===== src/rlst_pkg.sv =====
// rlst_pkg: constants for the reset latch and self-test sequencer.
// assumes a 40 MHz clock; analog comparators are outside, seen as digital levels.
package rlst_pkg;
  // ----------------------------------------------------------------
  // timing
  // ----------------------------------------------------------------
  localparam int unsigned CLK_HZ             = 40000000;
  localparam int unsigned CHECK_DURATION_US  = 1000;
  localparam int unsigned CHECK_CYCLES       = (CHECK_DURATION_US * (CLK_HZ / 1000000));
  localparam int unsigned RECOVERY_DELAY_US  = 50;
  localparam int unsigned RECOVERY_CYCLES    = (RECOVERY_DELAY_US * (CLK_HZ / 1000000));
  localparam int unsigned CNT_W              = 16;
  // ----------------------------------------------------------------
  // states
  // ----------------------------------------------------------------
  typedef enum logic [2:0] {
    RLST_OFF,
    RLST_CHECK,
    RLST_DELAY,
    RLST_RUN,
    RLST_LATCH,
    RLST_FAIL
  } rlst_state_t;
endpackage : rlst_pkg


===== src/rlst_seq.sv =====
// rlst_seq: reset output control with latch mode and one-shot built-in check.
// assumes comparator results arrive as asynchronous levels; all are synchronised.
`timescale 1ns/10ps
module rlst_seq #(
  parameter int unsigned CHECK_CYC    = rlst_pkg::CHECK_CYCLES,
  parameter int unsigned RECOVERY_CYC = rlst_pkg::RECOVERY_CYCLES
) (
  input  wire logic clk_i,
  input  wire logic resetn_i,
  input  wire logic supply_ok_i,
  input  wire logic manual_reset_in_n_i,
  input  wire logic delay_pin_low_i,
  input  wire logic delay_pin_above_th_i,
  input  wire logic in_window_i,
  input  wire logic ov_detect_i,
  input  wire logic uv_detect_i,
  output logic      reset_o,
  output logic      check_force_ov_o,
  output logic      check_force_uv_o,
  output logic      check_busy_o,
  output logic      check_fail_o,
  output logic      latched_o
);
  // ----------------------------------------------------------------
  // input synchronisers
  // ----------------------------------------------------------------
  localparam int NS = 7;
  // reset levels equal the idle pins: a manual input resting high
  // must not look like a release once reset lets go
  localparam logic [NS-1:0] SYNC_RST = 7'h20;
  logic [NS-1:0] in_raw;
  logic [NS-1:0] s1_r;
  logic [NS-1:0] s2_r;
  assign in_raw = {supply_ok_i,
                   manual_reset_in_n_i,
                   delay_pin_low_i,
                   delay_pin_above_th_i,
                   in_window_i,
                   ov_detect_i,
                   uv_detect_i};
  // only the second stage is read by any logic
  always_ff @(posedge clk_i) begin
    if (!resetn_i) begin
      s1_r <= SYNC_RST;
      s2_r <= SYNC_RST;
    end else begin
      s1_r <= in_raw;
      s2_r <= s1_r;
    end
  end

  // ----------------------------------------------------------------
  // synchronised levels
  // ----------------------------------------------------------------
  wire supply_ok = s2_r[6];
  wire mr_high   = s2_r[5];
  wire ct_low    = s2_r[4];
  wire ct_above  = s2_r[3];
  wire win_ok    = s2_r[2];
  wire ov_seen   = s2_r[1];
  wire uv_seen   = s2_r[0];

  // ----------------------------------------------------------------
  // sequencer
  // ----------------------------------------------------------------
  rlst_pkg::rlst_state_t      state_r;
  rlst_pkg::rlst_state_t      state_nxt;
  logic [rlst_pkg::CNT_W-1:0] cnt_r;
  logic [rlst_pkg::CNT_W-1:0] cnt_nxt;
  logic                       mr_q_r;
  logic                       ov_ok_r;
  logic                       ov_ok_nxt;
  logic                       uv_ok_r;
  logic                       uv_ok_nxt;
  // check split in halves: first forces overvoltage, second undervoltage
  localparam logic [rlst_pkg::CNT_W-1:0] CHK_END  = rlst_pkg::CNT_W'(CHECK_CYC - 1);
  localparam logic [rlst_pkg::CNT_W-1:0] CHK_HALF = rlst_pkg::CNT_W'(CHECK_CYC / 2);
  localparam logic [rlst_pkg::CNT_W-1:0] DLY_END  =
    rlst_pkg::CNT_W'((RECOVERY_CYC > 0) ? RECOVERY_CYC - 1 : 0);

  // ----------------------------------------------------------------
  // trigger and check decode
  // ----------------------------------------------------------------
  wire mr_release  = mr_high && !mr_q_r;
  wire in_ov_half  = (state_r == rlst_pkg::RLST_CHECK) && (cnt_r < CHK_HALF);
  wire in_uv_half  = (state_r == rlst_pkg::RLST_CHECK) && (cnt_r >= CHK_HALF);
  wire check_pass  = ov_ok_r && uv_ok_r;

  // ----------------------------------------------------------------
  // next state
  // ----------------------------------------------------------------
  always_comb begin
    state_nxt = state_r;
    cnt_nxt   = cnt_r;
    ov_ok_nxt = ov_ok_r;
    uv_ok_nxt = uv_ok_r;
    if (!supply_ok) begin
      state_nxt = rlst_pkg::RLST_OFF;
      cnt_nxt   = '0;
    end else begin
      case (state_r)
        rlst_pkg::RLST_OFF: begin
          state_nxt = rlst_pkg::RLST_CHECK;
          cnt_nxt   = '0;
          ov_ok_nxt = 1'b0;
          uv_ok_nxt = 1'b0;
        end
        rlst_pkg::RLST_CHECK: begin
          if (in_ov_half && ov_seen) ov_ok_nxt = 1'b1;
          if (in_uv_half && uv_seen) uv_ok_nxt = 1'b1;
          cnt_nxt = cnt_r + 1'b1;
          if (cnt_r == CHK_END) begin
            cnt_nxt = '0;
            if (!check_pass) state_nxt = rlst_pkg::RLST_FAIL;
            else if (ct_low) state_nxt = rlst_pkg::RLST_LATCH;
            else state_nxt = rlst_pkg::RLST_DELAY;
          end
        end
        rlst_pkg::RLST_DELAY: begin
          // delay only counts while input high and voltage in window
          if (!mr_high || !win_ok) cnt_nxt = '0;
          else if (cnt_r == DLY_END) state_nxt = rlst_pkg::RLST_RUN;
          else cnt_nxt = cnt_r + 1'b1;
        end
        rlst_pkg::RLST_LATCH: begin
          // no recovery delay on unlatch
          if (ct_above && mr_high) state_nxt = rlst_pkg::RLST_RUN;
        end
        rlst_pkg::RLST_RUN: begin
          if (!mr_high) state_nxt = rlst_pkg::RLST_DELAY;
          else if (!win_ok) state_nxt = ct_low ? rlst_pkg::RLST_LATCH
                                               : rlst_pkg::RLST_DELAY;
          cnt_nxt = '0;
        end
        default: begin
          // failed check holds reset; only a new trigger retries
          cnt_nxt = '0;
        end
      endcase
      // a release after manual assertion reruns the check once
      if (mr_release && state_r != rlst_pkg::RLST_OFF) begin
        state_nxt = rlst_pkg::RLST_CHECK;
        cnt_nxt   = '0;
        ov_ok_nxt = 1'b0;
        uv_ok_nxt = 1'b0;
      end
    end
  end

  // ----------------------------------------------------------------
  // output decode
  // ----------------------------------------------------------------
  wire reset_nxt   = (state_nxt != rlst_pkg::RLST_RUN);
  wire force_ov    = (state_nxt == rlst_pkg::RLST_CHECK) && (cnt_nxt < CHK_HALF);
  wire force_uv    = (state_nxt == rlst_pkg::RLST_CHECK) && (cnt_nxt >= CHK_HALF);
  wire busy_nxt    = (state_nxt == rlst_pkg::RLST_CHECK);
  wire fail_nxt    = (state_nxt == rlst_pkg::RLST_FAIL);
  wire latched_nxt = (state_nxt == rlst_pkg::RLST_LATCH);

  // ----------------------------------------------------------------
  // state registers
  // ----------------------------------------------------------------
  // one counter serves both the check and the recovery delay
  always_ff @(posedge clk_i) begin
    if (!resetn_i) begin
      state_r <= rlst_pkg::RLST_OFF;
      cnt_r   <= '0;
    end else begin
      state_r <= state_nxt;
      cnt_r   <= cnt_nxt;
    end
  end

  // results cleared at each check start, kept until the next one
  always_ff @(posedge clk_i) begin
    if (!resetn_i) begin
      ov_ok_r <= 1'b0;
      uv_ok_r <= 1'b0;
    end else begin
      ov_ok_r <= ov_ok_nxt;
      uv_ok_r <= uv_ok_nxt;
    end
  end

  // previous synced level; idles high like the pin itself
  always_ff @(posedge clk_i) begin
    if (!resetn_i) begin
      mr_q_r <= 1'b1;
    end else begin
      mr_q_r <= mr_high;
    end
  end

  // ----------------------------------------------------------------
  // output registers
  // ----------------------------------------------------------------
  always_ff @(posedge clk_i) begin
    if (!resetn_i) begin
      reset_o          <= 1'b1;
      check_force_ov_o <= 1'b0;
      check_force_uv_o <= 1'b0;
      check_busy_o     <= 1'b0;
      check_fail_o     <= 1'b0;
      latched_o        <= 1'b0;
    end else begin
      reset_o          <= reset_nxt;
      check_force_ov_o <= force_ov;
      check_force_uv_o <= force_uv;
      check_busy_o     <= busy_nxt;
      check_fail_o     <= fail_nxt;
      latched_o        <= latched_nxt;
    end
  end
endmodule // rlst_seq


===== config.mk =====
export PLATFORM = sky130hd
export DESIGN_NAME = rlst_seq
export DESIGN_NICKNAME = d
export VERILOG_FILES = /design/src/rlst_pkg.sv /design/src/rlst_seq.sv
export SDC_FILE = /design/constraint.sdc
export NUM_CORES = 1
export LEC_CHECK = 0
export ABC_AREA = 1
export BUFFER_PORTS_ARGS = -buffer_cell sky130_fd_sc_hd__buf_2
export CORE_ASPECT_RATIO = 1.75
export CORE_MARGIN = 2
export CORE_UTILIZATION = 45
export CTS_BUF_LIST = sky130_fd_sc_hd__clkbuf_8
export DETAILED_ROUTE_END_ITERATION = 8
export PLACE_DENSITY = 0.69
export SLEW_MARGIN = 10
export SYNTH_ARGS = -nofsm -noshare
export SYNTH_HDL_FRONTEND = slang
export SYNTH_SLANG_ARGS = --single-unit

===== constraint.sdc =====
create_clock -name clk_i -period 3.85 [get_ports clk_i]
set_clock_uncertainty 0.2 [all_clocks]
set_input_delay 0.1925 -clock clk_i [delete_from_list [all_inputs] [get_ports clk_i]]
set_output_delay 0.1925 -clock clk_i [all_outputs]
set_load 0.05 [all_outputs]

==> results.json, run 1 <==
{
  "crit_required_ns": 3.84,
  "drv_slew": 0,
  "met3_length_um": 120,
  "synthCells": 369,
  "place.gp.congestion": 0.957,
  "avgSynthCellArea_um2": 6.29,
  "fin_crit_sh_pct": 62.0,
  "synth.most_common_cell": "nand2_1",
  "synth_top_family_by_area": "simple AND/OR/NAND/NOR gates",
  "netlist_area_um2": 2320,
  "finalSetupViolations": 0,
  "synth_ff_type": "dfxtp_1",
  "wl_met1_um": 2110,
  "drt_wl_total_um": 5510,
  "routed.top_layer": "met4",
  "fp-row-count": 34,
  "ys_ff_latch": 42,
  "ir_worst_vdd_mv": 0.244,
  "synthArstFlopShare_pct": 0,
  "num_vias": 2259,
  "die_w_um": 58.3,
  "tns_ns": 0,
  "synth_compound_area_share_pct": 6.68,
  "slew_headroom_pct": 59.0,
  "worst_slack_ns": 1.46,
  "cts_hold_buf": 7,
  "synthAdderAreaFrac_pct": 1.08,
  "synth_top_area_cell": "dfxtp_1",
  "ys_types": 33,
  "coreArea_um2": 4980,
  "yosys_warnings": 0,
  "synthMuxAreaShare_pct": 0,
  "clk_path_buf_depth": 2,
  "dp_hpwl_um": 4400,
  "instances_no_fill": 446,
  "dr.first_iter.drc_count": 73,
  "place_ws_ns": 1.48,
  "die_h_um": 99.0,
  "grt_pass1_wl_um": 9540,
  "crit_fanout": 11,
  "hold_viol": 0,
  "worstMarginPinSlew_ns": 0.607,
  "status": "finished clean",
  "synth-simple-area-share_pct": 40.8,
  "via_per_inst": 5.07,
  "routed-wl-met2_um": 3030,
  "wire_per_inst_um": 12.4,
  "cap_violations": 0,
  "hold_class": "in2reg",
  "grt_util_all_layers_pct": 21.4,
  "cellLeakagePower_nw": 1.24,
  "arrival_ns": 2.37,
  "place_inst": 432,
  "areaGrowthSynthToFinish_pct": 11.1,
  "rsz0062_at_grt": "false",
  "nNetsFinal": 403,
  "postRouteAntennaNets": 0,
  "grt_remaining_overflow": 0,
  "synth_top_area_share_pct": 36.2,
  "dieArea_um2": 5770,
  "n_antenna_cell": 0,
  "grt_max_degree": 17,
  "ys_seq_area_share_pct": 36.2,
  "htreeDepth": 2,
  "synth_edf_count": 0,
  "drive_gt1_share_pct": 11.2,
  "numCtsBuffers": 5,
  "initial_core_util_pct": 46.6,
  "fin_crit_ns": 2.39,
  "timing.fmax_mhz": 419,
  "cts_tree": "built",
  "cts_setup_buffers": 0,
  "worstSetupStartpointType": "flop",
  "ys_top_cells_by_area": "dfxtp_1, nand2_1, inv_1, nor2_1, nand3_1",
  "crit_type": "reg2reg",
  "cts.sinks": 42,
  "whs_ns": 0.0197,
  "insertion_delay_ns": 0.29,
  "drc": 0,
  "worst_setup_path_end_kind": "flop",
  "power_density_nw_per_um2": 287,
  "portBuffers": 14,
  "grt_pass1_vias": 2293,
  "ioPinCount": 15,
  "post_cts_resized": 0,
  "syn_nets": 380,
  "firstDrtPassIters": 4,
  "antenna_found_initial": 0,
  "synth-xor-area-share_pct": 2.64,
  "synthTopCellsByCount": "nand2_1, inv_1, nor2_1",
  "root_buffer": "clkbuf_8",
  "clk_pin_slew_ns": 0.08
}
-- metrics by stage --
stage | total power (W) | util, % | cell area (um^2)
5_1_grt | 0.000766 | 51.8 | 2580
3_5_place_dp | 0.000483 | 48.8 | 2430
3_3_place_gp | 0.000483 | 48.8 | 2430
4_1_cts | 0.000746 | 51.8 | 2580
6_report | 0.000740 | 51.8 | 2580
2_1_floorplan | 0.000475 | - | 2320
-- state kept, by name, summed over array words and instances (netlist names) --
| register | cells |
|---|---|
| s1_r | 7 |
| check_force_ov_o | 1 |
| reset_o | 1 |
| ov_ok_r | 1 |
| check_fail_o | 1 |
| check_force_uv_o | 1 |
| s2_r | 7 |
| mr_q_r | 1 |
| latched_o | 1 |
| cnt_r | 16 |
| state_r | 3 |
| check_busy_o | 1 |
| uv_ok_r | 1 |
-- final timing paths --
| path | startpoint | to | slack (ns) | cells past startpoint |
|---|---|---|---|---|
| setup reg to reg | cnt_r[1] | check_force_ov_o | 1.46 | 14 |
| hold reg to reg | s1_r[3] | s2_r[3] | 0.22 | 2 |
| setup / recovery | cnt_r[1] | check_force_ov_o | 1.46 | 14 |
| hold / removal | resetn_i | mr_q_r | 0.02 | 2 |
-- worst max-delay path, cell delays in order (launching register included) --
cell     delay (ns)
dfxtp_1        0.42
ha_1           0.23
nand3_2        0.16
nor2_2         0.15
nand2_2        0.09
nand2_1        0.07
nand2_1        0.27
nand3_1        0.19
nand2_1        0.08
nor2_2         0.10
nand2_1        0.08
nor2_1         0.10
nor2_1         0.05
nand2_1        0.05
nor2_1         0.04
-- layer usage --
| layer | track usage, % | up-vias |
|---|---|---|
| li1 | - | 1175 |
| met1 | 19.7 | 1024 |
| met4 | 12.7 | 0 |
| met5 | 0 | - |
| met3 | 2.76 | 18 |
| met2 | 41.5 | 42 |
-- final cells by class --
cell class	instances	area, um^2
fillers	510	2400
repair buffers	21	140
well taps	54	67.6
flip-flops and latches	42	841
clock inverters	2	10.0
inverters	70	263
clock buffers	5	68.8
multi-input cells	252	1190
-- where the power goes --
part           switching, W  internal [W]
registers        0.00000330      0.000442
logic             0.0000193     0.0000137
clock network      0.000139      0.000122
total              0.000162      0.000577
-- layout by cell type, fill, tap and decap left out, drive strengths merged, types with 2 or more instances in the layout --
master	count
dfxtp	42
nand3	27
xor2	6
clkbuf	5
dlygate4sd3	7
inv	68
a21oi	11
nand2	116
buf	14
or2	2
nor3	6
o31ai	2
clkinv	4
nand4	8
nor2	56
o21ai	8
ha	2
-- cells by family (layout without fill, tap and decap cells) --
kind of cell / after synthesis / after routing
AO/OA/AOI/OAI: 27 / 27
XOR/XNOR: 7 / 7
adder cells (fa/ha/maj): 2 / 2
buffers and inverters: 75 / 98
flip-flops: 42 / 42
AND/OR/NAND/NOR: 216 / 216
Note: power is estimated with default switching activity, not from simulation.
==> run 2: changes to the inputs <==
--- a/config.mk
+++ b/config.mk
@@ -12,7 +12,7 @@
 export CORE_UTILIZATION = 45
 export CTS_BUF_LIST = sky130_fd_sc_hd__clkbuf_8
 export DETAILED_ROUTE_END_ITERATION = 8
-export PLACE_DENSITY = 0.69
+export PLACE_DENSITY = 0.72
 export SLEW_MARGIN = 10
 export SYNTH_ARGS = -nofsm -noshare
 export SYNTH_HDL_FRONTEND = slang
==> constraint.sdc (replaced) <==
create_clock -name clk_i -period 2.1 [get_ports clk_i]
set_clock_uncertainty 0.2 [all_clocks]
set_input_delay 0.105 -clock clk_i [delete_from_list [all_inputs] [get_ports clk_i]]
set_output_delay 0.105 -clock clk_i [all_outputs]
set_load 0.05 [all_outputs]
==> results.json, run 2 (synthesis results as in run 1) <==
{
  "status": "finished clean",
  "grt_util_all_layers_pct": 24.3,
  "finalSetupViolations": 0,
  "dr.first_iter.drc_count": 85,
  "areaGrowthSynthToFinish_pct": 36.5,
  "die_h_um": 99.0,
  "timing.critical_path.mode_cell": "nand2_1",
  "layout_commonest_cell": "nand2_1",
  "dp_hpwl_um": 4850,
  "htreeDepth": 2,
  "die_w_um": 58.3,
  "slew_headroom_pct": 59.5,
  "crit_type": "reg2reg",
  "worstSetupStartpointType": "flop",
  "postRouteAntennaNets": 0,
  "cp_slowest_stage_delay_ns": 0.44,
  "whs_ns": 0.217,
  "crit_required_ns": 2.10,
  "worstMarginPinSlew_ns": 0.599,
  "final_cell_mix": "nand2_1, inv_1, nor2_1",
  "fin_crit_ns": 2.09,
  "cap_violations": 0,
  "place_ws_ns": -0.106,
  "fp-row-count": 34,
  "ioPinCount": 15,
  "portBuffers": 14,
  "slowest_stage": "dfxtp_1",
  "ir_worst_vdd_mv": 0.559,
  "final_area_um2": 3170,
  "numCtsBuffers": 5,
  "drc": 0,
  "num_vias": 2500,
  "placed_area_um2": 2690,
  "antenna_found_initial": 0,
  "via_per_inst": 5.03,
  "hold_viol": 0,
  "dieArea_um2": 5770,
  "worst_setup_path_end_kind": "flop",
  "root_buffer": "clkbuf_8",
  "worst_slack_ns": 0.0115,
  "regMostFlops": "cnt_r",
  "firstDrtPassIters": 4,
  "crit_chain": "nand2_2 > nor3_4 > nand2_2 > nand2_4 > nand2_1 > nand2_1 > nand2_1 > nor2_1 > nand2_1 > nor2_1 > nor2_1 > nand2_1 > nor2_1",
  "insertion_delay_ns": 0.30,
  "nFillCells": 458,
  "clk_pin_slew_ns": 0.08,
  "path_buf_inv": 0,
  "regArea_um2": 860,
  "cellLeakagePower_nw": 1.54,
  "largest_register_ffs": 16,
  "arrival_ns": 2.09,
  "cts.sinks": 42,
  "timing.fmax_mhz": 479,
  "rsz0062_at_grt": "true",
  "crit_fanout": 5,
  "grt_pass1_wl_um": 10700,
  "fin_crit_sh_pct": 99.5,
  "coreArea_um2": 4980,
  "grt_remaining_overflow": 0,
  "drive_gt1_share_pct": 27.8,
  "initial_core_util_pct": 46.6,
  "multi_input_comb_area_um2": 1310,
  "nNetsFinal": 453,
  "reg_top3": "cnt_r: 16 flops, s1_r: 7 flops, s2_r: 7 flops",
  "grt_max_degree": 17,
  "hold_class": "reg2reg",
  "power_density_nw_per_um2": 530,
  "n_antenna_cell": 0,
  "drt_wl_total_um": 6600,
  "clk_path_buf_depth": 2,
  "fin_util_pct": 63.7,
  "critPathTopFamily": "simple AND/OR/NAND/NOR gates",
  "report.power.total_w": 0.00168,
  "cts_tree": "built",
  "drv_slew": 0,
  "grt_pass1_vias": 2616,
  "place.gp.congestion": 1.01,
  "wire_per_inst_um": 13.3
}
-- run 2: stage by stage --
| stage | cells | setup TNS (ns) |
|---|---|---|
| after floorplan | 369 | 0 |
| after global placement | 467 | -0.0834 |
| after detailed placement | 467 | -0.191 |
| after CTS | 489 | 0 |
| after global routing | 497 | -0.261 |
| final | 497 | 0 |
-- run 2: routing by layer --
layer	track usage, %	up-vias	share of wire (%)
met1	21.1	1126	34
met3	3.28	32	2.5
li1	-	1277	-
met5	0	-	0
met4	19.9	0	6.9
met2	46.1	65	56
-- run 2: worst min-delay path, delay by kind of cell (launching register included) --
kind / cells / cell delay (ns)
flip-flops: 1 / 0.31
AND/OR/NAND/NOR: 1 / 0.04
buffers and inverters: 1 / 0.04
-- run 2: what timing repair did --
item / in CTS / in global routing
setup endpoints to repair: 2 / 7
gates cloned: 0 / 1
setup buffers: 0 / 7
hold endpoints to repair: 16 / 0
hold buffers: 14 / 0
pin swaps: 1 / 17
gates resized for setup: 7 / 39
-- run 2: path summary, 6_finish.rpt --
path                 endpoint  cells past startpoint  slack [ns]  startpoint
max          check_force_ov_o                     13        0.01  state_r[1]
min                   s2_r[1]                      2        0.22     s1_r[1]
max reg2reg  check_force_ov_o                     13        0.01  state_r[1]
min reg2reg           s2_r[1]                      2        0.22     s1_r[1]
-- run 2: power breakdown --
group          switching (W)  internal, W
Combinational      0.0000416    0.0000374
Clock               0.000278     0.000507
Sequential        0.00000591     0.000809
-- run 2: final cells by class --
| cell class | count | share of cell area (%) |
|---|---|---|
| Multi-Input combinational cell | 253 | 41.3 |
| Inverter | 70 | 8.29 |
| Clock inverter | 2 | 1.89 |
| Sequential cell | 42 | 27.1 |
| Tap cell | 54 | 2.13 |
| Clock buffer | 6 | 2.61 |
| Timing Repair Buffer | 70 | 16.7 |
==> run 3: changes to the inputs <==
--- a/config.mk
+++ b/config.mk
@@ -12,7 +12,6 @@
 export CORE_UTILIZATION = 45
 export CTS_BUF_LIST = sky130_fd_sc_hd__clkbuf_8
 export DETAILED_ROUTE_END_ITERATION = 8
-export PLACE_DENSITY = 0.72
 export SLEW_MARGIN = 10
 export SYNTH_ARGS = -nofsm -noshare
 export SYNTH_HDL_FRONTEND = slang
==> constraint.sdc (replaced) <==
create_clock -name clk_i -period 2.3 [get_ports clk_i]
set_clock_uncertainty 0.2 [all_clocks]
set_input_delay 0.115 -clock clk_i [delete_from_list [all_inputs] [get_ports clk_i]]
set_output_delay 0.115 -clock clk_i [all_outputs]
set_load 0.1 [all_outputs]
==> results.json, run 3 (synthesis results as in run 1) <==
{
  "status": "finished clean",
  "clk_pin_slew_ns": 0.08,
  "root_buffer": "clkbuf_8",
  "via_per_inst": 5.01,
  "regMostFlops": "cnt_r",
  "crit_chain": "ha_2 > nand3_4 > nor2_2 > nand3_1 > nand2_4 > nand2_1 > nand2_1 > inv_1 > nor2_1 > nand2_1 > nor2_1 > nor2_1 > nand2_1 > nor2_1",
  "largest_register_ffs": 16,
  "cellLeakagePower_nw": 1.36,
  "cts_tree": "built",
  "nNetsFinal": 423,
  "place_ws_ns": 0.0496,
  "cap_violations": 0,
  "cts.sinks": 42,
  "fin_crit_sh_pct": 92.7,
  "grt_util_all_layers_pct": 22.7,
  "arrival_ns": 2.12,
  "drv_slew": 0,
  "fp-row-count": 34,
  "fin_util_pct": 57.3,
  "slowest_stage": "dfxtp_2",
  "die_w_um": 58.3,
  "reg_top3": "cnt_r: 16 flops, s1_r: 7 flops, s2_r: 7 flops",
  "areaGrowthSynthToFinish_pct": 23.0,
  "worstMarginPinSlew_ns": 0.608,
  "dieArea_um2": 5770,
  "fin_crit_ns": 2.13,
  "layout_commonest_cell": "nand2_1",
  "placed_area_um2": 2530,
  "place.gp.congestion": 0.894,
  "grt_pass1_vias": 2283,
  "antenna_found_initial": 0,
  "insertion_delay_ns": 0.30,
  "wl_met1_um": 2170,
  "met3_length_um": 156,
  "grt_remaining_overflow": 0,
  "grt_max_degree": 17,
  "finalSetupViolations": 0,
  "ir_worst_vdd_mv": 0.397,
  "dr.first_iter.drc_count": 61,
  "final_cell_mix": "nand2_1, inv_1, nor2_1",
  "hold_class": "reg2reg",
  "grt_pass1_wl_um": 9960,
  "worstSetupStartpointType": "flop",
  "htreeDepth": 2,
  "rsz0062_at_grt": "false",
  "n_antenna_cell": 0,
  "worst_setup_path_end_kind": "flop",
  "r2r_setup_slack_ns": 0.17,
  "final_area_um2": 2850,
  "crit_fanout": 7,
  "postRouteAntennaNets": 0,
  "num_vias": 2342,
  "initial_core_util_pct": 46.6,
  "dp_hpwl_um": 4750,
  "hold_viol": 0,
  "drc": 0,
  "worst_slack_ns": 0.169,
  "routed.top_layer": "met4",
  "drt_wl_total_um": 6030,
  "drive_gt1_share_pct": 17.4,
  "die_h_um": 99.0,
  "portBuffers": 14,
  "crit_type": "reg2reg",
  "slew_headroom_pct": 58.9,
  "ioPinCount": 15,
  "clk_path_buf_depth": 2,
  "cp_slowest_stage_delay_ns": 0.36,
  "path_buf_inv": 1,
  "cts_setup_buffers": 0,
  "wire_per_inst_um": 12.9,
  "report.power.total_w": 0.00153,
  "numCtsBuffers": 5,
  "tns_ns": 0,
  "coreArea_um2": 4980,
  "crit_required_ns": 2.29,
  "power_density_nw_per_um2": 537,
  "routed-wl-met2_um": 3330,
  "critPathTopFamily": "simple AND/OR/NAND/NOR gates",
  "firstDrtPassIters": 4,
  "timing.fmax_mhz": 469
}
-- run 3: per-stage QoR --
stage	hold WS, ns	cells
final	0.214	467
after global routing	0.235	467
after CTS	0.219	467
after detailed placement	0.100	445
after global placement	0.0943	445
after floorplan	0.0126	369
-- run 3: per-layer routing --
layer / up-vias / global-route usage (%)
met5: - / 0
met3: 27 / 3.15
li1: 1213 / -
met2: 53 / 43.0
met1: 1049 / 21.1
met4: 0 / 15.4
-- run 3: layout make-up --
cell class	instances	area (um^2)
fill	512	2120
multi-input combinational	252	1220
sequential	42	852
timing repair buffer	41	308
inverter	70	263
clock buffer	6	82.6
tap	54	67.6
clock inverter	2	60.1
-- run 3: final timing paths --
check,start,end,cells past startpoint
max,cnt_r[0],check_force_ov_o,14
min,s1_r[0],s2_r[0],2
max reg2reg,cnt_r[0],check_force_ov_o,14
min reg2reg,s1_r[0],s2_r[0],2
-- run 3: where the power goes --
part	switching, W	internal [W]
logic	0.0000387	0.0000330
clock network	0.000252	0.000463
registers	0.00000521	0.000740
-- run 3: timing repair --
item / in CTS / in global routing
gates resized for setup: 0 / 18
endpoints found under the hold margin: 14 / 0
setup endpoints to repair: 0 / 6
hold buffers: 14 / 0
-- run 3: tightest hold or removal path, cell delays in order, from the launching register on --
cell and delay, ns:
dfxtp_1 0.31, nand2_1 0.04, inv_1 0.04
